### src/hw/rxf_defs.svh
/*
 * Named offsets, frame constants, register map and reset values of the
 * receive packet framer. Definitions only; included by bare name.
 */
`ifndef RXF_DEFS_SVH
`define RXF_DEFS_SVH

// ****************************************
// Frame layout
// ****************************************
`define RXF_DELIM 8'h7E
`define RXF_TYPE_STD 8'h90
`define RXF_TYPE_EXP 8'h91
`define RXF_CSUM_BASE 8'hFF
`define RXF_OPT_MASK 8'h63
`define RXF_LEN_STD 16'h000C
`define RXF_LEN_EXP 16'h0012
`define RXF_OFF_DELIM 5'h00
`define RXF_OFF_LEN_HI 5'h01
`define RXF_OFF_LEN_LO 5'h02
`define RXF_OFF_TYPE 5'h03
`define RXF_OFF_SRC64_MSB 5'h04
`define RXF_OFF_SRC64_LSB 5'h0B
`define RXF_OFF_SRC16_HI 5'h0C
`define RXF_OFF_SRC16_LO 5'h0D
`define RXF_OFF_OPT_STD 5'h0E
`define RXF_OFF_SRC_EP 5'h0E
`define RXF_OFF_DST_EP 5'h0F
`define RXF_OFF_CLUS_HI 5'h10
`define RXF_OFF_CLUS_LO 5'h11
`define RXF_OFF_PROF_HI 5'h12
`define RXF_OFF_PROF_LO 5'h13
`define RXF_OFF_OPT_EXP 5'h14

// ****************************************
// Register map and reset values
// ****************************************
`define RXF_REG_CTRL 8'h00
`define RXF_REG_EP 8'h04
`define RXF_REG_CLUS 8'h08
`define RXF_REG_STAT 8'h0C
`define RXF_RESP_OKAY 2'h0
`define RXF_RESP_SLVERR 2'h2
`define RXF_RST_SRC_EP 8'h01
`define RXF_RST_DST_EP 8'h01
`define RXF_RST_CLUS 16'h0000

`endif

### src/hw/rxf_pkg.sv
/*
 * Types of the receive packet framer: packet metadata carrier, machine
 * states and the complete state record. Assumes rxf_defs.svh for numbers.
 */
package rxf_pkg;

	// ****************************************
	// Metadata delivered with each packet
	// ****************************************
	typedef struct packed {
		logic [63:0] src64;
		logic [15:0] src16;
		logic [7:0] opts;
		logic [7:0] src_ep;
		logic [7:0] dst_ep;
		logic [15:0] cluster;
		logic [15:0] profile;
		logic plain_req;
		logic [15:0] plen;
	} rx_meta_t;

	typedef enum logic [1:0] {IDLE, HEAD, BODY, SUM} fsm_t;

	// ****************************************
	// Whole module state
	// ****************************************
	typedef struct packed {
		fsm_t fsm;
		rx_meta_t meta;
		logic fmt;
		logic [4:0] idx;
		logic [15:0] cnt;
		logic [7:0] sum;
		logic [7:0] odata;
		logic ovalid;
		logic is_sum;
		logic [16:0] opos;
		logic fmt_sel;
		logic [7:0] loc_sep;
		logic [7:0] loc_dep;
		logic [15:0] loc_clus;
		logic [15:0] frames;
		logic aw_got;
		logic w_got;
		logic [7:0] awaddr;
		logic [31:0] wdata;
		logic [3:0] wstrb;
		logic bvalid;
		logic [1:0] bresp;
		logic rvalid;
		logic [31:0] rdata;
		logic [1:0] rresp;
	} rxf_state_t;

endpackage

### src/hw/rx_packet_api_framer.sv
/*
 * Receive packet framer: turns one received RF packet (metadata word plus
 * payload byte stream) into a serial API frame, standard or explicit form,
 * with settings reached over AXI4-Lite.
 * Assumes the radio path gives an exact payload length with the metadata
 * and offers the payload bytes only after the metadata was taken.
 */
// Operation
// RULE_01: Format 0 emits frame type 0x90.
// RULE_02: Standard: 64-bit source, MSB first, offsets 4-11.
// RULE_03: 16-bit source address at 12 and 13.
// RULE_04: Options byte flags: acked, broadcast, encrypted.
// RULE_05: Options byte also passes the 0x40 flag.
// RULE_06: Standard payload copied in order from 15.
// RULE_07: Format 1 emits explicit frame type 0x91.
// RULE_08: Explicit: 64-bit then 16-bit source addresses.
// RULE_09: Explicit: source endpoint 14, destination endpoint 15.
// RULE_10: Explicit: cluster identifier at offsets 16-17.
// RULE_11: Explicit: profile 18-19, options 20, payload 21.
// RULE_12: Plain requests report local endpoints and cluster.
// RULE_13: Frame starts 0x7E, then big-endian length.
// RULE_14: Trailing checksum is 0xFF minus byte sum.
`timescale 1ns/10ps
`include "rxf_defs.svh"

module rx_packet_api_framer (
	// Clock and reset
	input wire logic CLOCK_IN,
	input wire logic SRST_IN,
	// Packet metadata from the receive path
	input wire logic META_VALID_IN,
	input wire rxf_pkg::rx_meta_t META_IN,
	output logic META_READY_OUT,
	// Payload bytes from the receive path
	input wire logic PAY_VALID_IN,
	input wire logic [7:0] PAY_DATA_IN,
	output logic PAY_READY_OUT,
	// Serial API byte stream to the host
	output logic SER_VALID_OUT,
	output logic [7:0] SER_DATA_OUT,
	input wire logic SER_READY_IN,
	// AXI4-Lite write channels
	input wire logic AXI_AWVALID_IN,
	output logic AXI_AWREADY_OUT,
	input wire logic [7:0] AXI_AWADDR_IN,
	input wire logic AXI_WVALID_IN,
	output logic AXI_WREADY_OUT,
	input wire logic [31:0] AXI_WDATA_IN,
	input wire logic [3:0] AXI_WSTRB_IN,
	output logic AXI_BVALID_OUT,
	input wire logic AXI_BREADY_IN,
	output logic [1:0] AXI_BRESP_OUT,
	// AXI4-Lite read channels
	input wire logic AXI_ARVALID_IN,
	output logic AXI_ARREADY_OUT,
	input wire logic [7:0] AXI_ARADDR_IN,
	output logic AXI_RVALID_OUT,
	input wire logic AXI_RREADY_IN,
	output logic [31:0] AXI_RDATA_OUT,
	output logic [1:0] AXI_RRESP_OUT
);

	// ****************************************
	// Helpers
	// ****************************************
	function automatic logic [31:0] merge(input logic [31:0] old, input logic [31:0] nw,
		input logic [3:0] strb);
		logic [31:0] r;
		r = old;
		for (int i = 0; i < 4; i++) begin
			if (strb[i]) begin
				r[8*i +: 8] = nw[8*i +: 8];
			end
		end
		return r;
	endfunction

	function automatic logic [7:0] hdr_byte(input logic [4:0] idx, input rxf_pkg::rx_meta_t m,
		input logic fmt, input logic [15:0] len, input logic [7:0] sep,
		input logic [7:0] dep, input logic [15:0] clus);
		logic [7:0] b;
		b = 8'h00;
		if (idx >= `RXF_OFF_SRC64_MSB && idx <= `RXF_OFF_SRC64_LSB) begin
			b = 8'(m.src64 >> {(`RXF_OFF_SRC64_LSB - idx), 3'b000}); // RULE_02 RULE_08
		end else begin
			case (idx)
				`RXF_OFF_DELIM: b = `RXF_DELIM; // RULE_13
				`RXF_OFF_LEN_HI: b = len[15:8]; // RULE_13
				`RXF_OFF_LEN_LO: b = len[7:0];
				`RXF_OFF_TYPE: b = fmt ? `RXF_TYPE_EXP : `RXF_TYPE_STD; // RULE_01 RULE_07
				`RXF_OFF_SRC16_HI: b = m.src16[15:8]; // RULE_03
				`RXF_OFF_SRC16_LO: b = m.src16[7:0]; // RULE_03
				`RXF_OFF_SRC_EP: b = fmt ? sep : (m.opts & `RXF_OPT_MASK); // RULE_04 RULE_05 RULE_09
				`RXF_OFF_DST_EP: b = dep; // RULE_09
				`RXF_OFF_CLUS_HI: b = clus[15:8]; // RULE_10
				`RXF_OFF_CLUS_LO: b = clus[7:0]; // RULE_10
				`RXF_OFF_PROF_HI: b = m.profile[15:8]; // RULE_11
				`RXF_OFF_PROF_LO: b = m.profile[7:0]; // RULE_11
				`RXF_OFF_OPT_EXP: b = m.opts & `RXF_OPT_MASK; // RULE_11 RULE_04 RULE_05
				default: b = 8'h00;
			endcase
		end
		return b;
	endfunction

	// ****************************************
	// State and derived terms
	// ****************************************
	rxf_pkg::rxf_state_t s_q;
	rxf_pkg::rxf_state_t s_d;
	logic load;
	logic [4:0] last_idx;
	logic [15:0] frame_len;
	logic [7:0] sep;
	logic [7:0] dep;
	logic [15:0] clus;
	logic [7:0] hdr;
	logic aw_hs;
	logic w_hs;
	logic do_write;
	logic [7:0] wa;
	logic [31:0] wd;
	logic [3:0] ws;
	logic [31:0] ep_word;
	logic [31:0] clus_word;
	logic [31:0] ctrl_new;
	logic [31:0] ep_new;
	logic [31:0] clus_new;
	logic busy;

	// Next byte may enter the output register only once the old one is gone
	assign load = !s_q.ovalid || SER_READY_IN;
	assign last_idx = s_q.fmt ? `RXF_OFF_OPT_EXP : `RXF_OFF_OPT_STD;
	assign frame_len = s_q.meta.plen + (s_q.fmt ? `RXF_LEN_EXP : `RXF_LEN_STD); // RULE_13
	assign sep = s_q.meta.plain_req ? s_q.loc_sep : s_q.meta.src_ep; // RULE_12
	assign dep = s_q.meta.plain_req ? s_q.loc_dep : s_q.meta.dst_ep; // RULE_12
	assign clus = s_q.meta.plain_req ? s_q.loc_clus : s_q.meta.cluster; // RULE_12
	assign hdr = hdr_byte(s_q.idx, s_q.meta, s_q.fmt, frame_len, sep, dep, clus);
	assign aw_hs = AXI_AWVALID_IN && AXI_AWREADY_OUT;
	assign w_hs = AXI_WVALID_IN && AXI_WREADY_OUT;
	assign do_write = (s_q.aw_got || aw_hs) && (s_q.w_got || w_hs);
	assign wa = s_q.aw_got ? s_q.awaddr : AXI_AWADDR_IN;
	assign wd = s_q.w_got ? s_q.wdata : AXI_WDATA_IN;
	assign ws = s_q.w_got ? s_q.wstrb : AXI_WSTRB_IN;
	assign ep_word = {16'h0000, s_q.loc_dep, s_q.loc_sep};
	assign clus_word = {16'h0000, s_q.loc_clus};
	assign ctrl_new = merge({31'h00000000, s_q.fmt_sel}, wd, ws);
	assign ep_new = merge(ep_word, wd, ws);
	assign clus_new = merge(clus_word, wd, ws);
	assign busy = (s_q.fsm != rxf_pkg::IDLE) || s_q.ovalid;

	// ****************************************
	// Next state
	// ****************************************
	always_comb begin
		s_d = s_q;
		s_d.is_sum = s_q.is_sum && !load;
		case (s_q.fsm)
			rxf_pkg::IDLE: begin
				if (load) begin
					s_d.ovalid = 1'b0;
				end
				// Format is frozen per frame so a control register write cannot split one
				if (META_VALID_IN && load) begin
					s_d.meta = META_IN;
					s_d.fmt = s_q.fmt_sel; // RULE_01 RULE_07
					s_d.idx = `RXF_OFF_DELIM;
					s_d.sum = 8'h00;
					s_d.fsm = rxf_pkg::HEAD;
				end
			end
			rxf_pkg::HEAD: begin
				if (load) begin
					s_d.odata = hdr;
					s_d.ovalid = 1'b1;
					s_d.opos = {12'h000, s_q.idx};
					if (s_q.idx >= `RXF_OFF_TYPE) begin
						s_d.sum = s_q.sum + hdr; // RULE_14
					end
					s_d.idx = s_q.idx + 5'h01;
					if (s_q.idx == last_idx) begin
						s_d.cnt = s_q.meta.plen;
						s_d.fsm = (s_q.meta.plen == 16'h0000) ? rxf_pkg::SUM : rxf_pkg::BODY;
					end
				end
			end
			rxf_pkg::BODY: begin
				if (load) begin
					s_d.ovalid = PAY_VALID_IN;
					if (PAY_VALID_IN) begin
						s_d.odata = PAY_DATA_IN; // RULE_06 RULE_11
						s_d.opos = s_q.opos + 17'h00001;
						s_d.sum = s_q.sum + PAY_DATA_IN; // RULE_14
						s_d.cnt = s_q.cnt - 16'h0001;
						if (s_q.cnt == 16'h0001) begin
							s_d.fsm = rxf_pkg::SUM;
						end
					end
				end
			end
			rxf_pkg::SUM: begin
				if (load) begin
					s_d.odata = `RXF_CSUM_BASE - s_q.sum; // RULE_14
					s_d.ovalid = 1'b1;
					s_d.is_sum = 1'b1;
					s_d.opos = s_q.opos + 17'h00001;
					s_d.frames = s_q.frames + 16'h0001;
					s_d.fsm = rxf_pkg::IDLE;
				end
			end
			default: begin
				s_d.fsm = rxf_pkg::IDLE;
			end
		endcase

		// Register writes; address and data may come in either order
		if (aw_hs) begin
			s_d.aw_got = 1'b1;
			s_d.awaddr = AXI_AWADDR_IN;
		end
		if (w_hs) begin
			s_d.w_got = 1'b1;
			s_d.wdata = AXI_WDATA_IN;
			s_d.wstrb = AXI_WSTRB_IN;
		end
		if (s_q.bvalid && AXI_BREADY_IN) begin
			s_d.bvalid = 1'b0;
		end
		if (do_write) begin
			s_d.aw_got = 1'b0;
			s_d.w_got = 1'b0;
			s_d.bvalid = 1'b1;
			s_d.bresp = `RXF_RESP_OKAY;
			case (wa)
				`RXF_REG_CTRL: s_d.fmt_sel = ctrl_new[0];
				`RXF_REG_EP: begin
					s_d.loc_sep = ep_new[7:0];
					s_d.loc_dep = ep_new[15:8];
				end
				`RXF_REG_CLUS: s_d.loc_clus = clus_new[15:0];
				`RXF_REG_STAT: s_d.bresp = `RXF_RESP_OKAY;
				default: s_d.bresp = `RXF_RESP_SLVERR;
			endcase
		end

		// Register reads
		if (s_q.rvalid && AXI_RREADY_IN) begin
			s_d.rvalid = 1'b0;
		end
		if (AXI_ARVALID_IN && AXI_ARREADY_OUT) begin
			s_d.rvalid = 1'b1;
			s_d.rresp = `RXF_RESP_OKAY;
			case (AXI_ARADDR_IN)
				`RXF_REG_CTRL: s_d.rdata = {31'h00000000, s_q.fmt_sel};
				`RXF_REG_EP: s_d.rdata = ep_word;
				`RXF_REG_CLUS: s_d.rdata = clus_word;
				`RXF_REG_STAT: s_d.rdata = {s_q.frames, 15'h0000, busy};
				default: begin
					s_d.rdata = 32'h00000000;
					s_d.rresp = `RXF_RESP_SLVERR;
				end
			endcase
		end
	end

	always_ff @(posedge CLOCK_IN) begin
		if (SRST_IN) begin
			s_q <= '0;
			s_q.fsm <= rxf_pkg::IDLE;
			s_q.loc_sep <= `RXF_RST_SRC_EP;
			s_q.loc_dep <= `RXF_RST_DST_EP;
			s_q.loc_clus <= `RXF_RST_CLUS;
		end else begin
			s_q <= s_d;
		end
	end

	// ****************************************
	// Outputs
	// ****************************************
	// New metadata waits until the old checksum byte leaves, so it stays tied to its frame
	assign META_READY_OUT = (s_q.fsm == rxf_pkg::IDLE) && load;
	assign PAY_READY_OUT = (s_q.fsm == rxf_pkg::BODY) && load;
	assign SER_VALID_OUT = s_q.ovalid;
	assign SER_DATA_OUT = s_q.odata;
	assign AXI_AWREADY_OUT = !s_q.aw_got && !s_q.bvalid;
	assign AXI_WREADY_OUT = !s_q.w_got && !s_q.bvalid;
	assign AXI_BVALID_OUT = s_q.bvalid;
	assign AXI_BRESP_OUT = s_q.bresp;
	assign AXI_ARREADY_OUT = !s_q.rvalid;
	assign AXI_RVALID_OUT = s_q.rvalid;
	assign AXI_RDATA_OUT = s_q.rdata;
	assign AXI_RRESP_OUT = s_q.rresp;

	// ****************************************
	// Checks
	// ****************************************
	// Independent running sum of what the host really accepted
	logic [7:0] ref_sum_q;
	always_ff @(posedge CLOCK_IN) begin
		if (SRST_IN) begin
			ref_sum_q <= 8'h00;
		end else if (SER_VALID_OUT && SER_READY_IN) begin
			if (s_q.opos < {12'h000, `RXF_OFF_TYPE}) begin
				ref_sum_q <= 8'h00;
			end else if (!s_q.is_sum) begin
				ref_sum_q <= ref_sum_q + SER_DATA_OUT;
			end
		end
	end
endmodule // rx_packet_api_framer

### config.mk
export PLATFORM = sky130hd
export DESIGN_NAME = rx_packet_api_framer
export DESIGN_NICKNAME = d
export VERILOG_FILES = /design/src/hw/rxf_pkg.sv /design/src/hw/rx_packet_api_framer.sv
export VERILOG_INCLUDE_DIRS = /design/src /design/src/hw
export SDC_FILE = /design/constraint.sdc
export NUM_CORES = 1
export LEC_CHECK = 0
export ABC_AREA = 1
export BUFFER_PORTS_ARGS = -buffer_cell sky130_fd_sc_hd__buf_4
export CORE_ASPECT_RATIO = 0.75
export CORE_MARGIN = 5
export CORE_UTILIZATION = 30
export CTS_CLUSTER_DIAMETER = 150
export DETAILED_ROUTE_END_ITERATION = 8
export GPL_TIMING_DRIVEN = 0
export PLACE_DENSITY = 0.56
export SLEW_MARGIN = 30
export SYNTH_ARGS = -nofsm -noshare
export SYNTH_HDL_FRONTEND = slang
export SYNTH_SLANG_ARGS = --single-unit
### constraint.sdc
create_clock -name CLOCK_IN -period 3.6 [get_ports CLOCK_IN]
set_clock_uncertainty 0.15 [all_clocks]
set_input_delay 0.72 -clock CLOCK_IN [delete_from_list [all_inputs] [get_ports CLOCK_IN]]
set_output_delay 0.72 -clock CLOCK_IN [all_outputs]
set_load 0.01 [all_outputs]
Word level (Yosys, flattened, before mapping):

Index checks and enable logic that the tools add are counted.

* add/subtract/negate cells: 9
* order comparisons: 3
* equal/unequal tests: 32
* shifts and indexed selects: 1
* muxes and demuxes: 46
* reductions and logical operators: 51

Operators by type and width (count)
* 161-bit 2-to-1 mux: 1
* 32-bit case mux with 4 select lines: 1
* 8-bit case mux with 13 select lines: 1
* 64-bit by 8-bit >> shifter with 8-bit output: 1
* 8-bit 2-to-1 mux: 7
* 17-bit 2-to-1 mux: 3
* 17-bit case mux with 3 select lines: 1
* 16-bit 2-to-1 mux: 3
* 8-bit case mux with 3 select lines: 2
* 38-bit 2-to-1 mux: 1
* 35-bit 2-to-1 mux: 1
* 33-bit 2-to-1 mux: 1
* 8-bit by 4-bit equality test with 1-bit output, second input constant: 4
* 32-bit 2-to-1 mux: 1
* 16-bit case mux with 2 select lines: 1
* 27-bit 2-to-1 mux: 1
* 5-bit equality test, second input constant: 5
* 5-bit by 4-bit equality test with 1-bit output, second input constant: 4
* 2-bit 2-to-1 mux: 9
* 2-bit inequality test, second input constant: 9
* 3-bit AND reduction: 6
* 17-bit by 1-bit adder with 17-bit output, second input constant: 1
* 16-bit by 1-bit adder with 16-bit output, second input constant: 1
* 16-bit by 5-bit adder with 16-bit output: 1
* 37 further kinds: 76

* register bits: 327
* input port bits: 223
* output and inout bits: 52
* word-level logic and storage cells: 176

Depth between registers and ports, before layout:

Gate-level depths: netlist (run 1).

* word-level depth: 8
* depth in mapped cells: 26
* mapped depth without buffers: 25

Worst setup path after synthesis (run 1):

No wires, ideal clock.

* kind: register -> register
* from: register s_q[186] (netlist bit)
* to: register s_q[166] (netlist bit)
* library setup time: 132 ps
* data arrival time: 3216 ps
* required time: 3318 ps
* slack: 102 ps
* cell stages (with the launch flop): 25
* period minus slack after synthesis: 3498 ps
* path through: dfxtp_1 -> buf_4 -> inv_2 -> clkbuf_1 -> ha_1 -> nand2_1 -> nor2_2 -> clkinv_1 -> o21ai_0 -> nor3_1 -> nand4_1 -> nand3_1 -> o21ai_0 -> ha_1 -> inv_1 -> fa_1 -> nor2_1 -> o21ai_0 -> nand2_1 -> nand2_1 -> nand2_1 -> a21oi_1 -> xor2_1 -> nand2_1 -> a21oi_1

* longest elaborated chain between the ends: 7
* elaborated cells on any way between the ends: 27
* classes of those cells: 2 x add/sub; 3 x order compare; 13 x eq/ne; 1 x shift; 5 x mux; 3 x reduce/logical

RTL lines
* from (decl): line rx_packet_api_framer.sv:109 `rxf_pkg::rxf_state_t s_q;`
* 4-bit by 5-bit subtractor with 5-bit output (no line), or another cell as far along
* 64-bit by 8-bit >> shifter with 8-bit output, or another cell as far along: line rx_packet_api_framer.sv:84 `` b = 8'(m.src64 >> {(`RXF_OFF_SRC64_LSB - idx), 3'b000}); ``
* 8-bit 2-to-1 mux: line rx_packet_api_framer.sv:83 `` if (idx >= `RXF_OFF_SRC64_MSB && idx <= `RXF_OFF_SRC64_LSB) begin ``
* 8-bit adder: line rx_packet_api_framer.sv:178 `s_d.sum = s_q.sum + hdr;`
* 8-bit 2-to-1 mux: line rx_packet_api_framer.sv:177 `` if (s_q.idx >= `RXF_OFF_TYPE) begin ``
* 38-bit 2-to-1 mux: line rx_packet_api_framer.sv:173 `if (load) begin`
* 8-bit case mux with 3 select lines: line rx_packet_api_framer.sv:158 `case (s_q.fsm)`

Several ways; a longest one is shown, not always the timed one. The select of a mux whose other input is x is not followed.
A chain may end at the register's enable or synchronous reset.

Final worst setup path (run 1):

* from: register s_q[184] (netlist bit)
* to: register s_q[167] (netlist bit)

Same word-level chain as after synthesis.

==> results.toml, run 1 <==
[floorplan]
die_h_um = 205
core_area_um2 = 50200
die_x_um = 270
row_count = 71
dieArea_um2 = 55400
start_util_pct = 30.3
ios = 275

[global_routing]
grt_antenna_before_repair = 2
grt_pass1_wl_um = 93600
grt_pass1_vias = 15500
grt_use_total_pct = 22.0
grt_max_degree = 15
grt-ovfl-total = 0

[sta]
relSlewSlack_pct = 30.6
max_freq_mhz = 277
slew_viol_final = 0
finalHoldViolCount = 0
rsz0062_at_grt = "true"
final.setup.worst_slack_ns = -0.0157
finalSetupViolations = 2
tightest_slew_ns = 1.04
period_share_pct = 100
period_minus_slack_ns = 3.62

[routing]
postRouteAntennaNets = 0
vias = 16300
vias_per_cell = 5.18
finalWirelength_um = 63800
first_pass_iters = 6
drt_iter0_drc = 1599
drc = 0
wire_per_inst_um = 20.3

[cts]
cts.sinks = 303
clkTransAtPathRegs_ns = 0.06
cts_tree = "yes"
root_buffer = "clkbuf_16"
cts_buffers = 36
clk_latency_ns = 0.54
cts_htree_levels = 2
hold_buffers = 0
clockBufferDepth = 3

[place]
dpl.cell_count = 3047
dp_slack_ns = -1.02
place_congestion = 0.931
port_buffers = 249
hpwl_um = 49900

[min_path]
hold_class = "in -> reg"
worstHoldPathCells = 4

[critical_path]
cp-end-kind = "flop"
reg2reg_depth = 24
crit_family = "simple AND/OR/NAND/NOR gates"
cp.depth = 24
cpMostUsedCell = "nand3_2"
cp.required_ns = 3.91
path_cells = "buf_6 -> inv_8 -> buf_8 -> ha_4 -> nand2_1 -> nor2_4 -> a21oi_1 -> nand3_1 -> nor4_4 -> nand3_2 -> nand2_2 -> nand2_2 -> o21ai_4 -> inv_2 -> ha_4 -> nand3_2 -> nand2_2 -> nand4_1 -> o211ai_1 -> xor2_1 -> inv_1 -> nand3_2 -> nand3_2 -> a21oi_2"
path_buf_inv = 5
crit_slowest_cell = "nor4_4"
critPathMaxStageDelay_ns = 0.37
worstSetupPathType = "reg -> reg"
cp.arrival_ns = 3.93
crit_fanout = 7
start_kind = "flop"

[power]
leakage_nw = 8.05
p_sw_share_pct = 40.9
p_total_mw = 13.8
p_sw_mw = 5.64
powerDensity_nw_per_um2 = 688
peakVddDrop_v = 0.000288
p_seq_share_pct = 32.0
internal-power_mw = 8.16
share_comb_of_total_power_pct = 41.3
p_clk_share_pct = 26.7

[synth]
yosysTopAreaCell = "dfxtp_1"
syn-cell-area_um2 = 15200
ys_seq_area_share_pct = 39.9
synth_common_cells = "nand2_1 (393), a21oi_1 (331), dfxtp_1 (303)"
synth.top_cells.by_area = "dfxtp_1 (40%), a21oi_1 (11%), nand2_1 (9.7%), o21ai_0 (7.8%), nand3_1 (5.5%)"
synth_ff_type = "dfxtp_1"
syn-mean-instance-area_um2 = 7.11
netlist_instances = 2139
synth-async-reset-ratio_pct = 0
ys_types = 65
synth_top_cell_area_share_pct = 39.9
yosys.cell_count.top_type = "nand2_1"
yosysWarnings = 0
synth_seq_cells = 303
synth_edf_count = 0

[run_status]
status = "complete, but fails checks"
failed_checks = "negative setup slack"

[layout]
drive_gt1_share_pct = 24.7
areaGrowthSynthToFinish_pct = 31.7
antenna_cells = 0
fin_nets = 2721
fin_cells = 3150

[flow_run]
cap_violations = 0
worst min-delay path, cell delays in order:
cell     delay [ns]
buf_4          0.08
inv_1          0.03
nand2_1        0.05
a21oi_1        0.05
cell families after synthesis:
logic type	synth area share [%]
and+or+nand+nor	22.6
AOI/OAI and AO/OA	23.2
buffers and inverters	10.9
DFF	39.9
adders and majority gates	2.57
xor gates and xnor gates	0.403
muxes	0.419
other	0.0246
cell usage in the layout (no fill, tap or decap), types with 9 or more instances in the layout:
cell type	count
a21oi_1	323
ha_1	15
nand3_2	17
clkbuf_1	77
o21ai_1	11
buf_4	337
dfxtp_1	294
o22ai_1	18
a21oi_2	9
ha_4	11
buf_2	27
inv_1	175
nor4_1	9
nor2_4	14
clkbuf_16	38
o21ai_2	10
nand4_1	19
o21ai_0	225
nand2_1	379
nor2_2	16
o211ai_1	11
nand2_2	20
inv_2	21
nor3_1	12
nand3_1	150
nor2_1	95
layout make-up:
class / count / area, um2
Buffer: 164 / 927
Inverter: 208 / 830
Timing Repair inverter: 1 / 5.00
Multi-Input combinational cell: 1462 / 7990
Fill cell: 5271 / 30200
Clock inverter: 9 / 113
Clock buffer: 54 / 1060
Tap cell: 657 / 822
Sequential cell: 303 / 6090
Timing Repair Buffer: 292 / 2200
what timing repair did:
action / in CTS / in global routing
setup buffers: 31 / 11
pin swaps: 41 / 48
resized for setup: 119 / 66
cloned: 0 / 1
endpoints found under the setup margin: 7 / 6
path summary, 6_finish.rpt:
path / startpoint / endpoint / slack (ns)
hold / removal: AXI_BREADY_IN / AXI_BVALID_OUT / 0.30
setup / recovery: s_q[184] / s_q[167] / -0.02
hold reg to reg: s_q[42] / s_q[42] / 0.31
setup reg to reg: s_q[184] / s_q[167] / -0.02
per-stage QoR:
step | TNS [ns] | cell area, um2 | hold WS (ns) | util, %
detailed placement | -5.67 | 17900 | 0.299 | 35.7
floorplan | 0 | 15200 | 0.274 | -
finish | -0.0289 | 20000 | 0.300 | 39.9
global placement | -5.61 | 17900 | 0.286 | 35.7
global route | -0.561 | 20000 | 0.301 | 39.9
CTS | -0.00922 | 19700 | 0.291 | 39.3
sequential cells by signal, summed over array words and instances, names as in the netlist:
name	flops
SER_DATA_OUT	8
AXI_RDATA_OUT	32
ep_word	16
AXI_RRESP_OUT	1
AXI_RVALID_OUT	1
clus_word	16
SER_VALID_OUT	1
AXI_BVALID_OUT	1
AXI_BRESP_OUT	1
s_q	226
metal layers:
layer / vias up / part of all wire [%] / global-route usage [%]
li1: 7823 / - / -
met1: 7687 / 47 / 33.0
met2: 698 / 41 / 32.1
met3: 101 / 9.6 / 4.77
met4: 2 / 2.2 / 4.91
met5: - / 0.031 / 0
power by group through the flow:
stage | Clock [mW] | Combinational, mW | Sequential [mW]
after floorplan | 0 | 3.39 | 4.26
after global placement | 0 | 4.97 | 4.43
after detailed placement | 0 | 5.04 | 4.44
after CTS | 3.74 | 5.34 | 4.39
after global routing | 3.88 | 6.24 | 4.47
final | 3.68 | 5.70 | 4.41
Note: power is estimated with default switching activity, not from simulation.
==> run 2: changes to the inputs <==
PLACE_DENSITY = default   (was 0.56)
==> results.toml, run 2 (synthesis results as in run 1) <==
[routing]
highest-signal-layer = "met5"
postRouteAntennaNets = 0
drt_iter0_drc = 1627
wl_met1_um = 29600
route.met3.wl_um = 6710
finalWirelength_um = 63400
wire_per_inst_um = 20.1
wl_met2_um = 25500
vias_per_cell = 5.16
vias = 16300
first_pass_iters = 5
drc = 0

[power]
leakage_nw = 8.12
p_total_mw = 14.0
powerDensity_nw_per_um2 = 695
peakVddDrop_v = 0.000287

[sta]
period_share_pct = 101
slew_viol_final = 0
final.setup.worst_slack_ns = -0.0345
setup_tns_ns = -0.0784
rsz0062_at_grt = "true"
period_minus_slack_ns = 3.63
whs_ns = 0.297
tightest_slew_ns = 0.983
finalHoldViolCount = 0
relSlewSlack_pct = 34.5
max_freq_mhz = 275
finalSetupViolations = 3

[cts]
cts_tree = "yes"
clk_latency_ns = 0.53
clkTransAtPathRegs_ns = 0.06
cts.sinks = 303
root_buffer = "clkbuf_16"
hold_buffers = 0
cts_buffers = 35
cts_htree_levels = 2
clockBufferDepth = 3

[min_path]
hold_class = "in -> reg"
worstHoldPathCells = 4

[place]
port_buffers = 249
dp_slack_ns = -1.05
hpwl_um = 49500
place_congestion = 0.946
place_area_um2 = 17900
dpl.cell_count = 3046

[layout]
final_common_cell = "nand2_1"
drive_gt1_share_pct = 25.4
fin_nets = 2726
largest_reg_flops = 226
final_cell_mix = "nand2_1 (373), buf_4 (341), a21oi_1 (323)"
finalInstanceArea_um2 = 20100
fin_util_pct = 40.1
regMostFlops = "s_q"
fin_cells = 3157
areaGrowthSynthToFinish_pct = 32.3

[global_routing]
grt_antenna_before_repair = 2
grt_pass1_vias = 15400
grt_use_total_pct = 21.8
grt_max_degree = 15
grt_pass1_wl_um = 92900
grt-ovfl-total = 0

[critical_path]
cp.arrival_ns = 3.87
crit_fanout = 3
r2r_slack_ns = -0.03
start_kind = "flop"
cp.required_ns = 3.83
reg2reg_depth = 18
cp-end-kind = "flop"
worstSetupPathType = "reg -> reg"

[run_status]
status = "complete, but fails checks"
failed_checks = "negative setup slack"

[floorplan]
die_h_um = 205
row_count = 71
dieArea_um2 = 55400
die_x_um = 270
core_area_um2 = 50200
ios = 275
start_util_pct = 30.3

[flow_run]
cap_violations = 0
## run 2: cell types whose count changed in the layout (fill, tap and decap cells not counted), sizes merged
cell	previous run	this run
clkbuf	130	120
clkinv	13	20
buf	380	385
bufinv	2	5
diode	0	1
inv	202	203
## run 2: power breakdown
part | internal (mW) | switching, mW | total, mW | leakage (nW)
clock network | 2.28 | 1.50 | 3.78 | 0.601
registers | 3.96 | 0.455 | 4.41 | 2.48
logic | 2.06 | 3.75 | 5.80 | 5.03
total | 8.29 | 5.70 | 14.0 | 8.12
## run 2: timing repair
action,in CTS,in global routing
endpoints found under the setup margin,7,6
pin swaps,42,56
cloned,0,1
resized for setup,126,68
buffers inserted,32,17
endpoints found under the hold margin,0,0
## run 2: final timing paths
kind / start / end
setup / recovery: s_q[189] / s_q[165]
hold / removal: AXI_BREADY_IN / AXI_BVALID_OUT
setup reg to reg: s_q[189] / s_q[165]
hold reg to reg: s_q[251] / s_q[251]
## run 2: cell type report
cell class | instances | area (um2)
clock buffer | 43 | 968
fill | 5192 | 30100
buffer | 164 | 928
timing repair inverter | 1 | 5.00
antenna | 1 | 2.50
clock inverter | 20 | 231
sequential | 303 | 6090
multi-input combinational | 1462 | 8010
timing repair buffer | 298 | 2250
inverter | 208 | 822
tap | 657 | 822
## run 2: worst max-delay path: stages (launching register included)
cell and delay (ns):
dfxtp_4 0.40, ha_4 0.15, inv_2 0.04, fa_2 0.55
o211ai_1 0.11, nor2_2 0.18, o21ai_2 0.08, nor2_2 0.18
nand3_2 0.19, nand3_2 0.12, o21ai_1 0.08, ha_1 0.36
a21oi_2 0.16, nand2_2 0.07, and2_1 0.16, o21ai_2 0.14
nand3_1 0.09, a32oi_1 0.21, nor2_1 0.05
## run 2: per-layer routing
layer  track usage [%]  vias up
li1                  -     7835
met1              32.3     7665
met2              31.3      704
met3              5.85       91
met4              5.26        2
met5                 0        -
